## src/hdl/ccwe_defs.vh

```
// Constants for the call, clear and watchdog execute block.
`ifndef CCWE_DEFS_VH
`define CCWE_DEFS_VH

// ----------------------------------------------------------------------
// Register map (byte offsets on the bus)
// ----------------------------------------------------------------------
`define CCWE_OFF_CTRL      8'h00
`define CCWE_OFF_STATUS    8'h04
`define CCWE_OFF_PC        8'h08
`define CCWE_OFF_WBANK     8'h0c
`define CCWE_OFF_SHADOW    8'h10
`define CCWE_OFF_WDOG      8'h14
`define CCWE_OFF_TOS       8'h18
`define CCWE_NUM_REGS      3'd7

// ----------------------------------------------------------------------
// Control fields and reset values
// ----------------------------------------------------------------------
`define CCWE_CTRL_EXT_BIT  0
`define CCWE_CTRL_RUN_BIT  1
`define CCWE_CTRL_RESET    2'b10
`define CCWE_PC_RESET      21'h000000
`define CCWE_W_RESET       8'h00
`define CCWE_BANK_RESET    4'h0
`define CCWE_STATUS_RESET  5'h00
`define CCWE_FLAGS_RESET   1'b1

// ----------------------------------------------------------------------
// Status register fields
// ----------------------------------------------------------------------
`define CCWE_ST_Z          2
`define CCWE_ST_N          4

// ----------------------------------------------------------------------
// Opcodes
// ----------------------------------------------------------------------
`define CCWE_OP_CALL       7'b1110110
`define CCWE_OP_CALL_HI    4'hf
`define CCWE_OP_CLRREG     7'b0110101
`define CCWE_OP_COMREG     6'b000111
`define CCWE_OP_CLRWDG     16'h0004

// ----------------------------------------------------------------------
// Addressing
// ----------------------------------------------------------------------
`define CCWE_ACCESS_SPLIT  8'h80
`define CCWE_INDEX_LIMIT   8'h5f
`define CCWE_ACCESS_HI     4'hf

`endif

```

## src/hdl/ccwe_exec.v

```verilog
// Execute unit for long call, clear register, complement register and clear watchdog.
`timescale 1ns/1ps

//
// How it works
// (RULE_01) Long call is two words, prefix 1111
// (RULE_02) Call pushes PC plus four as top
// (RULE_03) Save bit one copies W, status, bank
// (RULE_04) Save bit zero leaves shadows untouched
// (RULE_05) Twenty-bit literal loads PC bits 20:1
// (RULE_06) Call takes two cycles, second idle
// (RULE_07) Clear register writes zero, sets Z
// (RULE_08) Access bit picks access or selected bank
// (RULE_09) Extended set indexes addresses 5Fh and below
// (RULE_10) Clear watchdog zeroes counter, sets both flags
// (RULE_11) Clear watchdog also zeroes the postscaler
// (RULE_12) Complement register to W or file, N Z
// (RULE_13) Clear ops one cycle, read Q2 write Q4
module ccwe_exec
(
  // Clock and reset
  input  wire        clock_in,
  input  wire        rst_in,
  // AHB-Lite register bus
  input  wire        hsel_in,
  input  wire [31:0] haddr_in,
  input  wire [1:0]  htrans_in,
  input  wire        hwrite_in,
  input  wire [2:0]  hsize_in,
  input  wire        hready_in,
  input  wire [31:0] hwdata_in,
  output wire [31:0] hrdata_out,
  output wire        hreadyout_out,
  output wire        hresp_out,
  // Program memory fetch
  output reg  [20:0] fetch_addr_out,
  input  wire [15:0] instr_in,
  // Data memory
  input  wire [11:0] index_base_in,
  output reg  [11:0] dmem_addr_out,
  output reg         dmem_rd_out,
  input  wire [7:0]  dmem_rdata_in,
  output reg         dmem_wr_out,
  output reg  [7:0]  dmem_wdata_out,
  // Return stack
  output reg         stack_push_out,
  output reg  [20:0] top_of_stack_out,
  // Watchdog flags and phase state
  output reg         time_out_flag_out,
  output reg         power_down_flag_out,
  output wire [3:0]  phase_out
);
`include "ccwe_defs.vh"

  // ----------------------------------------------------------------------
  // Phase states, one-hot
  // ----------------------------------------------------------------------
  localparam [3:0] PH_Q1 = 4'b0001;
  localparam [3:0] PH_Q2 = 4'b0010;
  localparam [3:0] PH_Q3 = 4'b0100;
  localparam [3:0] PH_Q4 = 4'b1000;

  // Opcode classes of the latched instruction word.
  function [1:0] ccwe_class;
    input [15:0] word;
    begin
      if (word[15:9] == `CCWE_OP_CALL)
        ccwe_class = 2'd1;
      else if (word[15:9] == `CCWE_OP_CLRREG)
        ccwe_class = 2'd2;
      else if (word[15:10] == `CCWE_OP_COMREG)
        ccwe_class = 2'd3;
      else
        ccwe_class = 2'd0;
    end
  endfunction

  reg  [3:0]  phase_r;
  reg  [3:0]  phase_nxt;
  reg  [1:0]  ctrl_r;
  reg  [20:0] pc_r;
  reg  [15:0] ir_r;
  reg         idle_cycle_r;
  reg  [7:0]  w_r;
  reg  [4:0]  status_r;
  reg  [3:0]  bank_r;
  reg  [7:0]  working_shadow_r;
  reg  [4:0]  status_shadow_r;
  reg  [3:0]  bank_selector_shadow_r;
  reg  [7:0]  rdata_r;
  reg  [7:0]  result_r;
  reg  [7:0]  watchdog_counter_r;
  reg  [7:0]  postscaler_r;
  wire        run;
  wire        is_call;
  wire        is_clr;
  wire        is_com;
  wire        is_clrwdg;
  wire        hi_ok;
  wire [11:0] data_addr;
  wire        bus_wr;
  wire [2:0]  bus_idx;
  wire [31:0] bus_wdata;
  wire [223:0] rd_words;

  assign run       = ctrl_r[`CCWE_CTRL_RUN_BIT];
  assign phase_out = phase_r;

  // The idle second cycle of a call decodes nothing.
  assign is_call   = !idle_cycle_r && (ccwe_class(ir_r) == 2'd1);             // [RULE_01]
  assign is_clr    = !idle_cycle_r && (ccwe_class(ir_r) == 2'd2);             // [RULE_07]
  assign is_com    = !idle_cycle_r && (ccwe_class(ir_r) == 2'd3);             // [RULE_12]
  assign is_clrwdg = !idle_cycle_r && (ir_r == `CCWE_OP_CLRWDG);              // [RULE_10]
  assign hi_ok     = (instr_in[15:12] == `CCWE_OP_CALL_HI);                   // [RULE_01]

  // ----------------------------------------------------------------------
  // Submodules
  // ----------------------------------------------------------------------
  ccwe_addr_calc u_addr
  (
    .reg_addr_in      (instr_in[7:0]),
    .access_sel_in    (instr_in[8]),
    .bank_selector_in (bank_r),
    .ext_enable_in    (ctrl_r[`CCWE_CTRL_EXT_BIT]),
    .index_base_in    (index_base_in),
    .data_addr_out    (data_addr)
  );

  assign rd_words = {
    {11'h0, top_of_stack_out},
    {8'h00, postscaler_r, 8'h00, watchdog_counter_r},
    {12'h000, bank_selector_shadow_r, 3'h0, status_shadow_r, working_shadow_r},
    {20'h0, bank_r, w_r},
    {11'h0, pc_r},
    {20'h0, 1'b0, time_out_flag_out, power_down_flag_out, 4'h0, status_r},
    {30'h0, ctrl_r}
  };

  ccwe_ahb_regs u_bus
  (
    .clock_in      (clock_in),
    .rst_in        (rst_in),
    .hsel_in       (hsel_in),
    .haddr_in      (haddr_in),
    .htrans_in     (htrans_in),
    .hwrite_in     (hwrite_in),
    .hsize_in      (hsize_in),
    .hready_in     (hready_in),
    .hwdata_in     (hwdata_in),
    .hrdata_out    (hrdata_out),
    .hreadyout_out (hreadyout_out),
    .hresp_out     (hresp_out),
    .rd_words_in   (rd_words),
    .wr_en_out     (bus_wr),
    .wr_idx_out    (bus_idx),
    .wr_data_out   (bus_wdata)
  );

  // ----------------------------------------------------------------------
  // Phase sequencer
  // ----------------------------------------------------------------------
  // Phases stop rotating while the run bit is low, freezing the core.
  always @*
  begin
    case (phase_r)
      PH_Q1:   phase_nxt = PH_Q2;
      PH_Q2:   phase_nxt = PH_Q3;
      PH_Q3:   phase_nxt = PH_Q4;
      PH_Q4:   phase_nxt = PH_Q1;
      default: phase_nxt = PH_Q1;
    endcase
  end

  always @(posedge clock_in)
  begin
    if (rst_in)
      phase_r <= PH_Q1;
    else if (run)
      phase_r <= phase_nxt;
  end

  // Fetch address: the call reads its second word from the next location.
  always @*
  begin
    if (phase_r != PH_Q1 && is_call)
      fetch_addr_out = pc_r + 21'd2;                                          // [RULE_01]
    else
      fetch_addr_out = pc_r;
  end

  // ----------------------------------------------------------------------
  // Instruction flow and program counter
  // ----------------------------------------------------------------------
  // A wrong second-word prefix turns the call into a plain skip past both words.
  always @(posedge clock_in)
  begin
    if (rst_in)
    begin
      pc_r             <= `CCWE_PC_RESET;
      ir_r             <= 16'h0000;
      idle_cycle_r     <= 1'b0;
      stack_push_out   <= 1'b0;
      top_of_stack_out <= 21'h000000;
    end
    else
    begin
      stack_push_out <= 1'b0;
      if (run)
      begin
        case (phase_r)
          PH_Q1:
          begin
            if (!idle_cycle_r)
              ir_r <= instr_in;
          end
          PH_Q3:
          begin
            if (is_call && hi_ok)
            begin
              stack_push_out   <= 1'b1;                                       // [RULE_02]
              top_of_stack_out <= pc_r + 21'd4;                               // [RULE_02]
            end
          end
          PH_Q4:
          begin
            if (idle_cycle_r)
              idle_cycle_r <= 1'b0;                                           // [RULE_06]
            else if (is_call && hi_ok)
            begin
              pc_r         <= {instr_in[11:0], ir_r[7:0], 1'b0};              // [RULE_05]
              idle_cycle_r <= 1'b1;                                           // [RULE_06]
            end
            else if (is_call)
              pc_r <= pc_r + 21'd4;
            else
              pc_r <= pc_r + 21'd2;
          end
          default:
          begin
          end
        endcase
      end
    end
  end

  // ----------------------------------------------------------------------
  // Data memory cycle: read in Q2, process in Q3, write in Q4
  // ----------------------------------------------------------------------
  // Strobes are registered so each stands for exactly one phase.
  always @(posedge clock_in)
  begin
    if (rst_in)
    begin
      dmem_addr_out  <= 12'h000;
      dmem_rd_out    <= 1'b0;
      dmem_wr_out    <= 1'b0;
      dmem_wdata_out <= 8'h00;
      rdata_r        <= 8'h00;
      result_r       <= 8'h00;
    end
    else
    begin
      dmem_rd_out <= 1'b0;
      dmem_wr_out <= 1'b0;
      if (run)
      begin
        case (phase_r)
          PH_Q1:
          begin
            if (ccwe_class(instr_in) >= 2'd2 && !idle_cycle_r)
            begin
              dmem_rd_out <= 1'b1;                                            // [RULE_13]
            end
          end
          PH_Q2:
          begin
            rdata_r <= dmem_rdata_in;                                         // [RULE_13]
          end
          PH_Q3:
          begin
            result_r <= is_clr ? 8'h00 : ~rdata_r;                            // [RULE_07]
            if (is_clr || (is_com && !ir_r[9]))
            begin
              dmem_wr_out    <= 1'b1;                                         // [RULE_13]
              dmem_wdata_out <= is_clr ? 8'h00 : ~rdata_r;                    // [RULE_12]
            end
          end
          default:
          begin
          end
        endcase
      end
      if (phase_r == PH_Q1)
        dmem_addr_out <= data_addr;
    end
  end

  // ----------------------------------------------------------------------
  // Working register, status, bank selector and shadows
  // ----------------------------------------------------------------------
  // The core's own update wins over a bus write in the same cycle.
  always @(posedge clock_in)
  begin
    if (rst_in)
    begin
      w_r                    <= `CCWE_W_RESET;
      status_r               <= `CCWE_STATUS_RESET;
      bank_r                 <= `CCWE_BANK_RESET;
      working_shadow_r       <= `CCWE_W_RESET;
      status_shadow_r        <= `CCWE_STATUS_RESET;
      bank_selector_shadow_r <= `CCWE_BANK_RESET;
    end
    else
    begin
      if (bus_wr && bus_idx == 3'd3)
      begin
        w_r    <= bus_wdata[7:0];
        bank_r <= bus_wdata[11:8];
      end
      if (bus_wr && bus_idx == 3'd1)
        status_r <= bus_wdata[4:0];
      if (run && phase_r == PH_Q3 && is_call && hi_ok && ir_r[8])
      begin
        working_shadow_r       <= w_r;                                        // [RULE_03]
        status_shadow_r        <= status_r;                                   // [RULE_03]
        bank_selector_shadow_r <= bank_r;                                     // [RULE_03]
      end
      if (run && phase_r == PH_Q4 && is_clr)
        status_r[`CCWE_ST_Z] <= 1'b1;                                         // [RULE_07]
      if (run && phase_r == PH_Q4 && is_com)
      begin
        status_r[`CCWE_ST_N] <= result_r[7];                                  // [RULE_12]
        status_r[`CCWE_ST_Z] <= (result_r == 8'h00);                          // [RULE_12]
        if (ir_r[9])
          w_r <= result_r;                                                    // [RULE_12]
      end
    end
  end

  // ----------------------------------------------------------------------
  // Control register and watchdog
  // ----------------------------------------------------------------------
  // The watchdog counter runs off the clock; the postscaler counts its wraps.
  // Only the clear is modelled here; time-out action belongs to the reset logic.
  always @(posedge clock_in)
  begin
    if (rst_in)
    begin
      ctrl_r              <= `CCWE_CTRL_RESET;
      watchdog_counter_r  <= 8'h00;
      postscaler_r        <= 8'h00;
      time_out_flag_out   <= `CCWE_FLAGS_RESET;
      power_down_flag_out <= `CCWE_FLAGS_RESET;
    end
    else
    begin
      if (bus_wr && bus_idx == 3'd0)
        ctrl_r <= bus_wdata[1:0];
      if (bus_wr && bus_idx == 3'd1)
      begin
        time_out_flag_out   <= bus_wdata[10];
        power_down_flag_out <= bus_wdata[9];
      end
      if (run && phase_r == PH_Q3 && is_clrwdg)
      begin
        watchdog_counter_r  <= 8'h00;                                         // [RULE_10]
        postscaler_r        <= 8'h00;                                         // [RULE_11]
        time_out_flag_out   <= 1'b1;                                          // [RULE_10]
        power_down_flag_out <= 1'b1;                                          // [RULE_10]
      end
      else
      begin
        watchdog_counter_r <= watchdog_counter_r + 8'h01;
        if (watchdog_counter_r == 8'hff)
          postscaler_r <= postscaler_r + 8'h01;
      end
    end
  end

  // Shadows are only written in the save branch above, so save bit zero
  // leaves them untouched. [RULE_04]

endmodule // ccwe_exec

```

## src/hdl/ccwe_addr_calc.v

```verilog
// Data memory address former for register-operand instructions.
`timescale 1ns/1ps
module ccwe_addr_calc
(
  // Operand fields
  input  wire [7:0]  reg_addr_in,
  input  wire        access_sel_in,
  // Context
  input  wire [3:0]  bank_selector_in,
  input  wire        ext_enable_in,
  input  wire [11:0] index_base_in,
  // Result
  output reg  [11:0] data_addr_out
);
`include "ccwe_defs.vh"

  // Access bit one takes the bank selector; zero takes the access bank or indexed mode.
  always @*
  begin
    if (access_sel_in)
      data_addr_out = {bank_selector_in, reg_addr_in};                // [RULE_08]
    else if (ext_enable_in && (reg_addr_in <= `CCWE_INDEX_LIMIT))
      data_addr_out = index_base_in + {4'h0, reg_addr_in};           // [RULE_09]
    else if (reg_addr_in < `CCWE_ACCESS_SPLIT)
      data_addr_out = {4'h0, reg_addr_in};                           // [RULE_08]
    else
      data_addr_out = {`CCWE_ACCESS_HI, reg_addr_in};                // [RULE_08]
  end

endmodule // ccwe_addr_calc

```

## src/hdl/ccwe_ahb_regs.v

```verilog
// AHB-Lite slave front end: write strobes out, registered read data back.
`timescale 1ns/1ps
module ccwe_ahb_regs
(
  // Clock and reset
  input  wire         clock_in,
  input  wire         rst_in,
  // AHB-Lite slave
  input  wire         hsel_in,
  input  wire [31:0]  haddr_in,
  input  wire [1:0]   htrans_in,
  input  wire         hwrite_in,
  input  wire [2:0]   hsize_in,
  input  wire         hready_in,
  input  wire [31:0]  hwdata_in,
  output reg  [31:0]  hrdata_out,
  output wire         hreadyout_out,
  output wire         hresp_out,
  // Register side
  input  wire [223:0] rd_words_in,
  output wire         wr_en_out,
  output wire [2:0]   wr_idx_out,
  output wire [31:0]  wr_data_out
);
`include "ccwe_defs.vh"

  reg        wr_pend_r;
  reg  [2:0] wr_idx_r;
  wire       addr_ok;
  wire [2:0] idx;
  wire       take;

  // Only whole aligned words inside the map are decoded; the rest reads zero.
  assign idx     = haddr_in[4:2];
  assign addr_ok = (haddr_in[31:5] == 27'h0) && (haddr_in[1:0] == 2'b00) &&
                   (hsize_in == 3'b010) && (haddr_in[7:2] < {3'b000, `CCWE_NUM_REGS});
  assign take    = hsel_in && htrans_in[1] && hready_in;

  // Never waits and never errors, so the data phase is always one cycle.
  assign hreadyout_out = 1'b1;
  assign hresp_out     = 1'b0;
  assign wr_en_out     = wr_pend_r;
  assign wr_idx_out    = wr_idx_r;
  assign wr_data_out   = hwdata_in;

  // Address phase capture: write target held for the data phase, read data fetched now.
  always @(posedge clock_in)
  begin
    if (rst_in)
    begin
      wr_pend_r  <= 1'b0;
      wr_idx_r   <= 3'h0;
      hrdata_out <= 32'h00000000;
    end
    else
    begin
      wr_pend_r <= take && hwrite_in && addr_ok;
      wr_idx_r  <= idx;
      if (take && !hwrite_in)
        hrdata_out <= addr_ok ? rd_words_in[idx*32 +: 32] : 32'h00000000;
    end
  end

endmodule // ccwe_ahb_regs

```

## config.mk

```make
export PLATFORM = sky130hd
export DESIGN_NAME = ccwe_exec
export DESIGN_NICKNAME = d
export VERILOG_FILES = /design/src/hdl/ccwe_exec.v /design/src/hdl/ccwe_addr_calc.v /design/src/hdl/ccwe_ahb_regs.v
export VERILOG_INCLUDE_DIRS = /design/src /design/src/hdl
export SDC_FILE = /design/constraint.sdc
export NUM_CORES = 1
export LEC_CHECK = 0
export BUFFER_PORTS_ARGS = -buffer_cell sky130_fd_sc_hd__buf_2
export CAP_MARGIN = 20
export CORE_ASPECT_RATIO = 1.2
export CORE_MARGIN = 2
export CORE_UTILIZATION = 61
export CTS_BUF_LIST = sky130_fd_sc_hd__clkbuf_16
export DETAILED_ROUTE_END_ITERATION = 8
export PLACE_DENSITY_LB_ADDON = 0.25
export RECOVER_POWER = 100
export SLEW_MARGIN = 10
export SYNTH_ARGS = -nofsm -noshare
export SYNTH_HDL_FRONTEND = slang
export SYNTH_HIERARCHICAL = 1
export SYNTH_SLANG_ARGS = --single-unit
```

## constraint.sdc

```tcl
create_clock -name clock_in -period 5.64 [get_ports clock_in]
set_input_delay 1.128 -clock clock_in [delete_from_list [all_inputs] [get_ports clock_in]]
set_output_delay 1.128 -clock clock_in [all_outputs]
set_load 0.1 [all_outputs]
```

# After elaboration in Yosys (flattened, before gate mapping)
# Index checks and enable logic that the tools add are counted.
totals:
  reg_bits: 192
  latch_bits: 0
  ramBits: 0
  rom_bits: 0
  inputBits: 110
  out_inout_bits: 105
  elab_cells: 140
  mem_count: 0
classes:
  add_sub_neg: 5
  mul: 0
  div: 0
  n_lt_le_gt_ge: 4
  n_eq_ne: 20
  n_shift: 1
  muxes: 29
  bitwise: 5
  reduce_logical: 48
op_table:
  columns: ["op", "n"]
  rows:
  - ["$shiftx A224 B9 Y32", 1]
  - ["$mux W21", 3]
  - ["$mux W12", 3]
  - ["$mux W32", 1]
  - ["$mux W8", 4]
  - ["$logic_and A1 B1 Y1", 28]
  - ["$logic_not A27 Y1", 1]
  - ["$add A21 B2 Y21 const B", 1]
  - ["$add A21 B3 Y21 const B", 1]
  - ["$mux W2", 9]
  - ["$add A8 B1 Y8 const B", 2]
  - ["$eq A16 B3 Y1 const B", 1]
  - ["$eq A7 B6 Y1 const B", 2]
  - ["$eq A7 B7 Y1 const B", 2]
  - ["$add A12 B8 Y12", 1]
  - ["$eq A6 B3 Y1 const B", 2]
  - ["$pmux W4 S3", 1]
  - ["$reduce_and A3 Y1", 4]
  - ["$eq A4 B4 Y1 const B", 2]
  - ["$eq A8 B8 Y1 const B", 1]
  - ["$le A8 B7 Y1 const B", 1]
  - ["$logic_not A8 Y1", 1]
  - ["$lt A8 B8 Y1 const B", 1]
  - ["$not A8 Y8", 1]
  - ["other kinds (22)", 38]

# Depth between registers and ports, before layout
# Gate-level depths: netlist (run 1).
depth:
  ltp_word: 10
  ltp_mapped: 10
  ltp_nobuf: 10

# Cells and area by module
# Netlist (run 1), hierarchy kept.
by_module_without_submodules:
  columns: ["module", "n_inst", "cells_per_inst", "area_each_um2", "seq_area_each_um2"]
  rows:
  - ["ccwe_exec", 1, 890, 7268.2, 3083.0]
  - ["ccwe_ahb_regs", 1, 316, 3261.9, 720.7]
  - ["ccwe_addr_calc", 1, 91, 621.8, 0.0]

# Least setup slack after synthesis (run 1)
# OpenSTA, ideal clock, no wires.
synth_timing:
  path_type: "register to output"
  start: "register phase_r[0], in the netlist phase_out[0]"
  end: "output port fetch_addr_out[8]"
  arrival_ns: 3.620
  required_ns: 4.512
  slack_ns: 0.892
  path_stages_with_launch: 6
  n_path_buf: 0
  cell_sequence: "dfxtp_1 -> nor4b_2 -> nor3_1 -> nand2_1 -> nor2_1 -> xnor2_1"
synth_via:
  elab_chain_len: 3
synth_lines:
  columns: ["element", "line", "source"]
  rows:
  - ["start: declaration", "ccwe_exec.v:78", "reg [3:0] phase_r;"]
  - ["start signal: assignment", "ccwe_exec.v:179", "phase_r <= phase_nxt;"]
  - ["$ne A4 B1 Y1", "ccwe_exec.v:185", "if (phase_r != PH_Q1 && is_call)"]
  - ["$logic_and A1 B1 Y1", "ccwe_exec.v:185", null]
  - ["$mux W21", "ccwe_exec.v:185", null]
  - ["end: declaration", "ccwe_exec.v:36", "output reg [20:0] fetch_addr_out,"]
# Every way passes these cells.

# Final worst setup path (run 1)
layout_timing:
  start: "register idle_cycle_r"
  end: "output port fetch_addr_out[4]"
layout_via:
  elab_chain_len: 4
layout_lines:
  columns: ["element", "line", "source"]
  rows:
  - ["start: declaration", "ccwe_exec.v:83", "reg idle_cycle_r;"]
  - ["start signal: assignment", "ccwe_exec.v:201", "idle_cycle_r <= 1'b0;"]
  - ["start signal: assignment", "ccwe_exec.v:227", "idle_cycle_r <= 1'b0;"]
  - ["start signal: assignment", "ccwe_exec.v:231", "idle_cycle_r <= 1'b1;"]
  - ["$logic_not A1 Y1", "ccwe_exec.v:110", "assign is_call = !idle_cycle_r && (ccwe_class(ir_r) == 2'd1);"]
  - ["$logic_and A1 B1 Y1", "ccwe_exec.v:110", null]
  - ["$logic_and A1 B1 Y1", "ccwe_exec.v:185", null]
  - ["$mux W21", "ccwe_exec.v:185", null]
# Every way passes these cells.

==> results of run 1 <==
-- power groups by stage --
stage	logic [mW]	clock network [mW]	registers (mW)
after CTS	0.485	1.21	1.42
after global routing	0.526	1.27	1.42
final	0.486	1.21	1.42
after global placement	0.476	0	1.45
after detailed placement	0.484	0	1.45
after floorplan	0.304	0	1.52
-- routing by layer --
layer  GRT usage  share of wire  wire [um]  vias to the layer above
li1            -              -          -                     4943
met4       0.138          0.038       1160                        0
met2       0.543           0.48      15000                      506
met5           0              0          0                        -
met1       0.399           0.40      12400                     4845
met3      0.0502          0.077       2370                       95
-- tightest hold or removal path, cell delays in order, from the launching register on --
cell and delay, ns:
dfxtp_1 0.31, nand2_1 0.05, a21oi_1 0.05
-- registers in the layout, summed over array words and instances (netlist names), 2 cells and up --
| register | flops |
|---|---|
| result_r | 8 |
| bank_r | 4 |
| working_shadow_r | 8 |
| ir_r | 16 |
| status_shadow_r | 5 |
| watchdog_counter_r | 8 |
| dmem_wdata_out | 8 |
| status_r | 5 |
| rdata_r | 8 |
| u_bus/wr_idx_out | 3 |
| postscaler_r | 8 |
| bank_selector_shadow_r | 4 |
| u_bus/hrdata_out | 32 |
| w_r | 8 |
| dmem_addr_out | 12 |
| top_of_stack_out | 20 |
| phase_out | 4 |
| ctrl_r | 2 |
| pc_r | 20 |
-- area by class of cell --
class                           instances  area (sq um)  share of cell area
Clock buffer                           17           425              0.0335
Clock inverter                         15           164              0.0129
Inverter                               11          41.3             0.00326
Multi-Input combinational cell       1090          7050               0.556
Sequential cell                       190          3800               0.300
Tap cell                              220           275              0.0217
Timing Repair Buffer                  202           921              0.0726
-- worst paths after layout --
check / start / depth (start not counted) / endpoint
max: idle_cycle_r / 6 / fetch_addr_out[4]
min: dmem_addr_out[9] / 2 / dmem_addr_out[9]
max reg2reg: ctrl_r[1] / 6 / top_of_stack_out[5]
min reg2reg: dmem_addr_out[9] / 2 / dmem_addr_out[9]
-- through the flow --
stage               std cells  total power, mW  utilization  setup slack, ns  hold slack [ns]
finish                   1745             3.11        0.722            0.485            0.456
global route             1745             3.22        0.722            0.460            0.477
CTS                      1744             3.11        0.730             1.08            0.446
detailed placement       1712             1.93        0.696             1.56            0.435
global placement         1712             1.92        0.696             1.60            0.431
floorplan                1408             1.82            -            0.892            0.436
==> qor.yml, run 1 <==
outcome:
  status: "finished, violations left"
  violations: "max-capacitance violations, max-slew violations"
setup_path:
  crit_path_max_incr_delay_ns: 0.99
  r2r_slack_ns: 2.01
  cpMaxStageDelayCell: "nor3_1"
  cp.arrival_ns: 4.03
  crit_buf_inv: 1
  critPathRequiredTime_ns: 4.51
  worst-path-max-fanout: 15
  crit_family: "simple AND/OR/NAND/NOR gates"
  crit_type: "reg2out"
  critPathMostFrequentCell: "nand2_1"
  path_cells: "and4b_1 > nand2_1 > nor3_1 > nand2_1 > xnor2_1 > clkbuf_1"
  endpoint_kind: "primary output"
  crit_path_start_kind: "register"
clocking:
  cts_hold_buf: 0
  cts_tree: "done"
  clkTransAtPathRegs_ns: 0.08
  h-tree-depth: 4
  cts_setup_buffers: 0
  root_buffer: "clkbuf_16"
  clk_latency_ns: 0.45
  cts_resized: 0
  clockBufferDepth: 2
  cts_buffers: 17
  cts.sinks: 190
sta:
  maxSlewHeadroom: -0.988
  setup_tns_ns: 0
  worst_pin_slew_ns: 2.98
  hold_viol_final: 0
  setup_viol: 0
  slew_viol_final: 137
  fin_worst_skew_ns: 0.0159
  fmax_mhz: 194
  rsz0062_at_grt: "no"
  fin_crit_ns: 5.15
  fin_crit_sh: 0.914
layout:
  final_layout_size_suffix_gt1_frac: 0.125
  syn_to_final_growth_pct: 15.3
  most-common-layout-cells: "dfxtp_1, nand2_1, conb_1, nor2_1, clkbuf_1"
  nets: 1635
  fillers: 1431
  final_common_cell: "dfxtp_1"
  fin_area_sq_um: 12700
  n_antenna_cell: 0
power:
  power_frac_clock: 0.388
  power_density_nw_per_um2: 245
  switchingPower_mw: 0.976
  p_int_mw: 2.14
  p_sw_frac: 0.314
  vdd_drop_max_mv: 0.218
  p_leak_nw: 4.90
  seqPwrFrac: 0.455
  p_comb_frac: 0.156
route:
  drt_iter0_markers: 1041
  drtAntennaViolNets: 0
  wl_per_cell_um: 17.7
  drc: 0
  drt_first_pass_iters: 6
  wl_um: 30800
  via_per_inst: 5.95
  num_vias: 10400
global_route:
  grt_max_degree: 77
  first_global_vias: 9784
  grt_remaining_overflow: 0
  track_usage: 0.318
  antenna_found_initial: 0
  grt_pass1_wl_um: 49000
hold_path:
  hold_path.class: "reg2reg"
floorplanning:
  chipHeight_um: 151
  fp.dieArea_sq_um: 19100
  boundaryPins: 215
  initial_utilization: 0.626
  die_w_um: 127
  core_area_sq_um: 17600
  num_rows: 53
place:
  dpl.hpwl_um: 21900
  portBuffers: 189
  gp_congestion: 0.961
  place_area_sq_um: 12200
logic_synthesis:
  netlist_area_sq_um: 11000
  syn_avg_cell_area_sq_um: 8.62
  yosys_warnings: 6
  synthCells: 1277
run:
  drv_cap: 3
Power figures use the tool's default switching activity.
==> run 2, diff against run 1 <==
- PLACE_DENSITY: not set -> 0.83
- PLACE_DENSITY_LB_ADDON: 0.25 -> not set
==> qor.yml, run 2 (synthesized netlist as in run 1, its figures left out) <==
clocking:
  root_buffer: "clkbuf_16"  # unchanged
  cts_hold_buf: 0  # unchanged
  clkTransAtPathRegs_ns: 0.07  # was 0.08 ns
  clk_latency_ns: 0.44  # was 0.45 ns
  clockBufferDepth: 2  # unchanged
  cts_buffers: 17  # unchanged
  cts_tree: "done"  # unchanged
  cts_setup_buffers: 0  # unchanged
  cts_resized: 0  # unchanged
  h-tree-depth: 4  # unchanged
  cts.sinks: 190  # unchanged
layout:
  final_common_cell: "dfxtp_1"  # unchanged
  n_antenna_cell: 0  # unchanged
  nets: 1638  # was 1635
  fillers: 1466  # was 1431
  final_layout_size_suffix_gt1_frac: 0.120  # was 0.125
  most-common-layout-cells: "dfxtp_1, nand2_1, conb_1, nor2_1, clkbuf_1"  # unchanged
  syn_to_final_growth_pct: 14.8  # was 15.3%
  final-seq-area_sq_um: 3800  # unchanged
  multiInputGateArea_sq_um: 6980  # was 7050 sq um
  final_util: 0.718  # was 0.722
  largest_reg_flops: 32  # unchanged
  regMostFlops: "u_bus/hrdata_out"  # unchanged
  reg_top3: "u_bus/hrdata_out x32, pc_r x20, top_of_stack_out x20"  # unchanged
setup_path:
  endpoint_kind: "primary output"  # unchanged
  crit_path_start_kind: "register"  # unchanged
  cp.arrival_ns: 3.91  # was 4.03 ns
  critPathRequiredTime_ns: 4.51  # about the same
  worst-path-max-fanout: 8  # was 15
  crit_type: "reg2out"  # unchanged
hold_path:
  hold_path.class: "reg2reg"  # unchanged
route:
  drc: 0  # unchanged
  num_vias: 10400  # about the same
  drtAntennaViolNets: 0  # unchanged
  drt_iter0_markers: 1021  # was 1041
  drt_first_pass_iters: 8  # was 6
  wl_per_cell_um: 17.7  # about the same
  wl_um: 30900  # was 30800 um
  via_per_inst: 5.94  # was 5.95
floorplanning:
  fp.dieArea_sq_um: 19100  # unchanged
  chipHeight_um: 151  # unchanged
  boundaryPins: 215  # unchanged
  initial_utilization: 0.626  # unchanged
  core_area_sq_um: 17600  # unchanged
  num_rows: 53  # unchanged
  die_w_um: 127  # unchanged
global_route:
  first_global_vias: 9821  # was 9784
  grt_max_degree: 72  # was 77
  track_usage: 0.321  # was 0.318
  grt_remaining_overflow: 0  # unchanged
  grt_pass1_wl_um: 49300  # was 49000 um
  antenna_found_initial: 0  # unchanged
sta:
  worst_pin_slew_ns: 3.01  # was 2.98 ns
  fin_crit_sh: 0.894  # was 0.914
  fin_crit_ns: 5.04  # was 5.15 ns
  setup_viol: 0  # unchanged
  maxSlewHeadroom: -1.01  # was -0.988
  fmax_mhz: 198  # was 194 MHz
  rsz0062_at_grt: "no"  # unchanged
  hold_viol_final: 0  # unchanged
  slew_viol_final: 141  # was 137
  setup_tns_ns: 0  # unchanged
  fin_worst_skew_ns: 0.0105  # was 0.0159 ns
run:
  drv_cap: 3  # unchanged
place:
  portBuffers: 189  # unchanged
  dpl.hpwl_um: 22100  # was 21900 um
  gp_congestion: 0.950  # was 0.961
power:
  power_density_nw_per_um2: 247  # was 245 nW/um^2
  vdd_drop_max_mv: 0.223  # was 0.218 mV
  p_leak_nw: 4.86  # was 4.90 nW
outcome:
  status: "finished, violations left"  # unchanged
  violations: "max-capacitance violations, max-slew violations"  # unchanged
run 2: changes by cell type in the layout (fill, tap and decap cells not counted), moves of 2 or more:
cell | previous run | this run
clkinvlp_4 | 1 | 3
clkbuf_1 | 105 | 107
inv_8 | 6 | 4
o21ai_0 | 64 | 62
o21ai_1 | 3 | 5
buf_4 | 8 | 12
run 2: worst max-delay path, cell delays in order (launching register included):
cell      delay [ns]
dfxtp_1         0.52
ha_1            0.37
nand4_1         0.36
nor4_1          0.98
nand2_1         0.17
xnor2_1         0.20
clkbuf_1        0.88
run 2: final cells by class:
cell class	instances	area share
multi-input combinational	1090	0.553
tap	220	0.0218
sequential	190	0.301
clock inverter	15	0.0135
clock buffer	17	0.0337
timing repair buffer	205	0.0735
inverter	11	0.00327
run 2: layer usage:
metal | up-vias | global-route usage | part of all wire | routed length, um
met5 | - | 0 | 0 | 0
met4 | 0 | 0.162 | 0.045 | 1390
met3 | 107 | 0.0516 | 0.075 | 2300
met2 | 480 | 0.532 | 0.48 | 14900
met1 | 4850 | 0.406 | 0.40 | 12300
li1 | 4946 | - | - | -
run 2: through the flow:
stage                     setup WS (ns)  area [sq um]  hold WS (ns)  total power, mW  cells
after detailed placement           1.62         12300         0.440             1.93   1715
after floorplan                   0.892         11500         0.436             1.82   1408
after CTS                          1.13         12800         0.450             3.13   1747
after global placement             1.64         12200         0.431             1.92   1714
after global routing              0.487         12600         0.467             3.23   1748
final                             0.600         12600         0.451             3.11   1748
run 2: where the power goes:
group	total, mW	switching, mW	internal, mW
registers	1.42	0.0403	1.38
logic	0.481	0.322	0.159
clock network	1.22	0.585	0.632
run 2: final timing paths:
path / from / endpoint / slack, ns / depth (start not counted)
hold / removal: u_bus/hrdata_out[24] / u_bus/hrdata_out[24] / 0.45 / 2
hold reg to reg: u_bus/hrdata_out[24] / u_bus/hrdata_out[24] / 0.45 / 2
setup / recovery: pc_r[2] / fetch_addr_out[14] / 0.60 / 6
setup reg to reg: ctrl_r[1] / postscaler_r[7] / 1.64 / 5
==> run 3, diff against run 2 <==
- CELL_PAD_IN_SITES_DETAIL_PLACEMENT: not set -> 0
- CELL_PAD_IN_SITES_GLOBAL_PLACEMENT: not set -> 1
- CORE_UTILIZATION: 61 -> 45
- PLACE_DENSITY: 0.83 -> 0.82
==> qor.yml, run 3 (synthesized netlist as in run 1, its figures left out) <==
layout:
  fin_area_sq_um: 12700  # was 12600 sq um
  instances_no_fill: 1849  # was 1748
  n_antenna_cell: 0  # unchanged
  syn_to_final_growth_pct: 15.8  # was 14.8%
  largest_reg_flops: 32  # unchanged
  reg_top3: "u_bus/hrdata_out x32, pc_r x20, top_of_stack_out x20"  # unchanged
  regMostFlops: "u_bus/hrdata_out"  # unchanged
  nets: 1639  # was 1638
  final_common_cell: "dfxtp_1"  # unchanged
  final_layout_size_suffix_gt1_frac: 0.118  # was 0.120
  most-common-layout-cells: "dfxtp_1, nand2_1, conb_1, nor2_1, clkbuf_1"  # unchanged
global_route:
  first_global_vias: 9160  # was 9821
  antenna_found_initial: 0  # unchanged
  track_usage: 0.239  # was 0.321
  grt_pass1_wl_um: 49400  # was 49300 um
  grt_remaining_overflow: 0  # unchanged
  grt_max_degree: 75  # was 72
floorplanning:
  core_area_sq_um: 24000  # was 17600 sq um
  initial_utilization: 0.459  # was 0.626
  chipHeight_um: 175  # was 151 um
  die_w_um: 147  # was 127 um
  fp.dieArea_sq_um: 25700  # was 19100 sq um
  boundaryPins: 215  # unchanged
  num_rows: 62  # was 53
power:
  p_leak_nw: 4.86  # about the same
  finalPower_mw: 3.10  # was 3.11 mW
  power_frac_clock: 0.388  # was 0.391
  switchingPower_mw: 0.937  # was 0.947 mW
  seqPwrFrac: 0.458  # was 0.455
  power_density_nw_per_um2: 243  # was 247 nW/um^2
  p_comb_frac: 0.154  # about the same
  p_sw_frac: 0.303  # was 0.304
  vdd_drop_max_mv: 0.207  # was 0.223 mV
  p_int_mw: 2.16  # was 2.17 mW
clocking:
  root_buffer: "clkbuf_16"  # unchanged
  cts_resized: 0  # unchanged
  cts.sinks: 190  # unchanged
  h-tree-depth: 4  # unchanged
  clk_latency_ns: 0.44  # about the same
  cts_setup_buffers: 0  # unchanged
  cts_tree: "done"  # unchanged
  clkTransAtPathRegs_ns: 0.08  # was 0.07 ns
  clockBufferDepth: 2  # unchanged
  cts_buffers: 17  # unchanged
  cts_hold_buf: 0  # unchanged
sta:
  hold_viol_final: 0  # unchanged
  slew_viol_final: 162  # was 141
  fin_crit_sh: 0.887  # was 0.894
  fmax_mhz: 200  # was 198 MHz
  maxSlewHeadroom: -1.39  # was -1.01
  fin_crit_ns: 5.00  # was 5.04 ns
  rsz0062_at_grt: "no"  # unchanged
  fin_worst_skew_ns: 0.0118  # was 0.0105 ns
  setup_slack_ns: 0.639  # was 0.600 ns
  setup_tns_ns: 0  # unchanged
  setup_viol: 0  # unchanged
  worst_pin_slew_ns: 3.59  # was 3.01 ns
route:
  wl_per_cell_um: 16.8  # was 17.7 um
  drt_first_pass_iters: 5  # was 8
  drc: 0  # unchanged
  wl_um: 31100  # was 30900 um
  via_per_inst: 5.36  # was 5.94
  drtAntennaViolNets: 0  # unchanged
  drt_iter0_markers: 664  # was 1021
  num_vias: 9916  # was 10400
place:
  portBuffers: 189  # unchanged
  gp_congestion: 0.903  # was 0.950
  place_area_sq_um: 12400  # was 12300 sq um
  dp_slack_ns: 1.60  # was 1.62 ns
  dpl.hpwl_um: 22800  # was 22100 um
  dpl.cell_count: 1816  # was 1715
setup_path:
  worst-path-max-fanout: 15  # was 8
  crit_path_start_kind: "register"  # unchanged
  crit_type: "reg2out"  # unchanged
  critPathRequiredTime_ns: 4.51  # about the same
  endpoint_kind: "primary output"  # unchanged
  cp.arrival_ns: 3.87  # was 3.91 ns
outcome:
  violations: "max-capacitance violations, max-slew violations"  # unchanged
  status: "finished, violations left"  # unchanged
run:
  drv_cap: 4  # was 3
hold_path:
  hold_path.class: "reg2reg"  # unchanged
## run 3: layer usage
layer	wire [um]	global-route usage	vias to the layer above	share of wire
met5	0	0	-	0
met4	492	0.0623	0	0.016
met3	1770	0.0387	39	0.057
met2	15200	0.417	299	0.49
met1	13700	0.308	4623	0.44
li1	-	-	4955	-
## run 3: final timing paths
path                            cells after the start              endpoint  slack (ns)            startpoint
worst min-delay path                                2  u_bus/hrdata_out[23]        0.45  u_bus/hrdata_out[23]
worst max register to register                      5       postscaler_r[0]        1.83             ctrl_r[1]
worst max-delay path                                6     fetch_addr_out[4]        0.64               ir_r[9]
worst min register to register                      2  u_bus/hrdata_out[23]        0.45  u_bus/hrdata_out[23]
## run 3: layout make-up
class,count,area (sq um)
multi-input cells,1090,6980
flip-flops and latches,190,3800
fillers,2380,11200
well taps,320,400
clock inverters,15,159
clock buffers,17,425
inverters,11,41.3
repair buffers,206,927
## run 3: critical path, cell delays in order, from the launching register on
cell and delay, ns:
dfxtp_1 0.38, and4bb_2 0.38, nand2_1 0.38, nor3_1 0.92, nand2_1 0.16, xnor2_1 0.31, clkbuf_1 0.89
## run 3: through the flow
step	util	hold WS, ns
floorplan	-	0.436
global placement	0.517	0.434
detailed placement	0.517	0.438
CTS	0.541	0.449
global route	0.531	0.465
finish	0.531	0.448
## run 3: power by group through the flow
stage	Sequential [mW]	Combinational (mW)	Clock, mW
2_1_floorplan	1.52	0.304	0
3_3_place_gp	1.45	0.485	0
3_5_place_dp	1.45	0.488	0
4_1_cts	1.42	0.489	1.22
5_1_grt	1.42	0.524	1.28
6_report	1.42	0.477	1.20
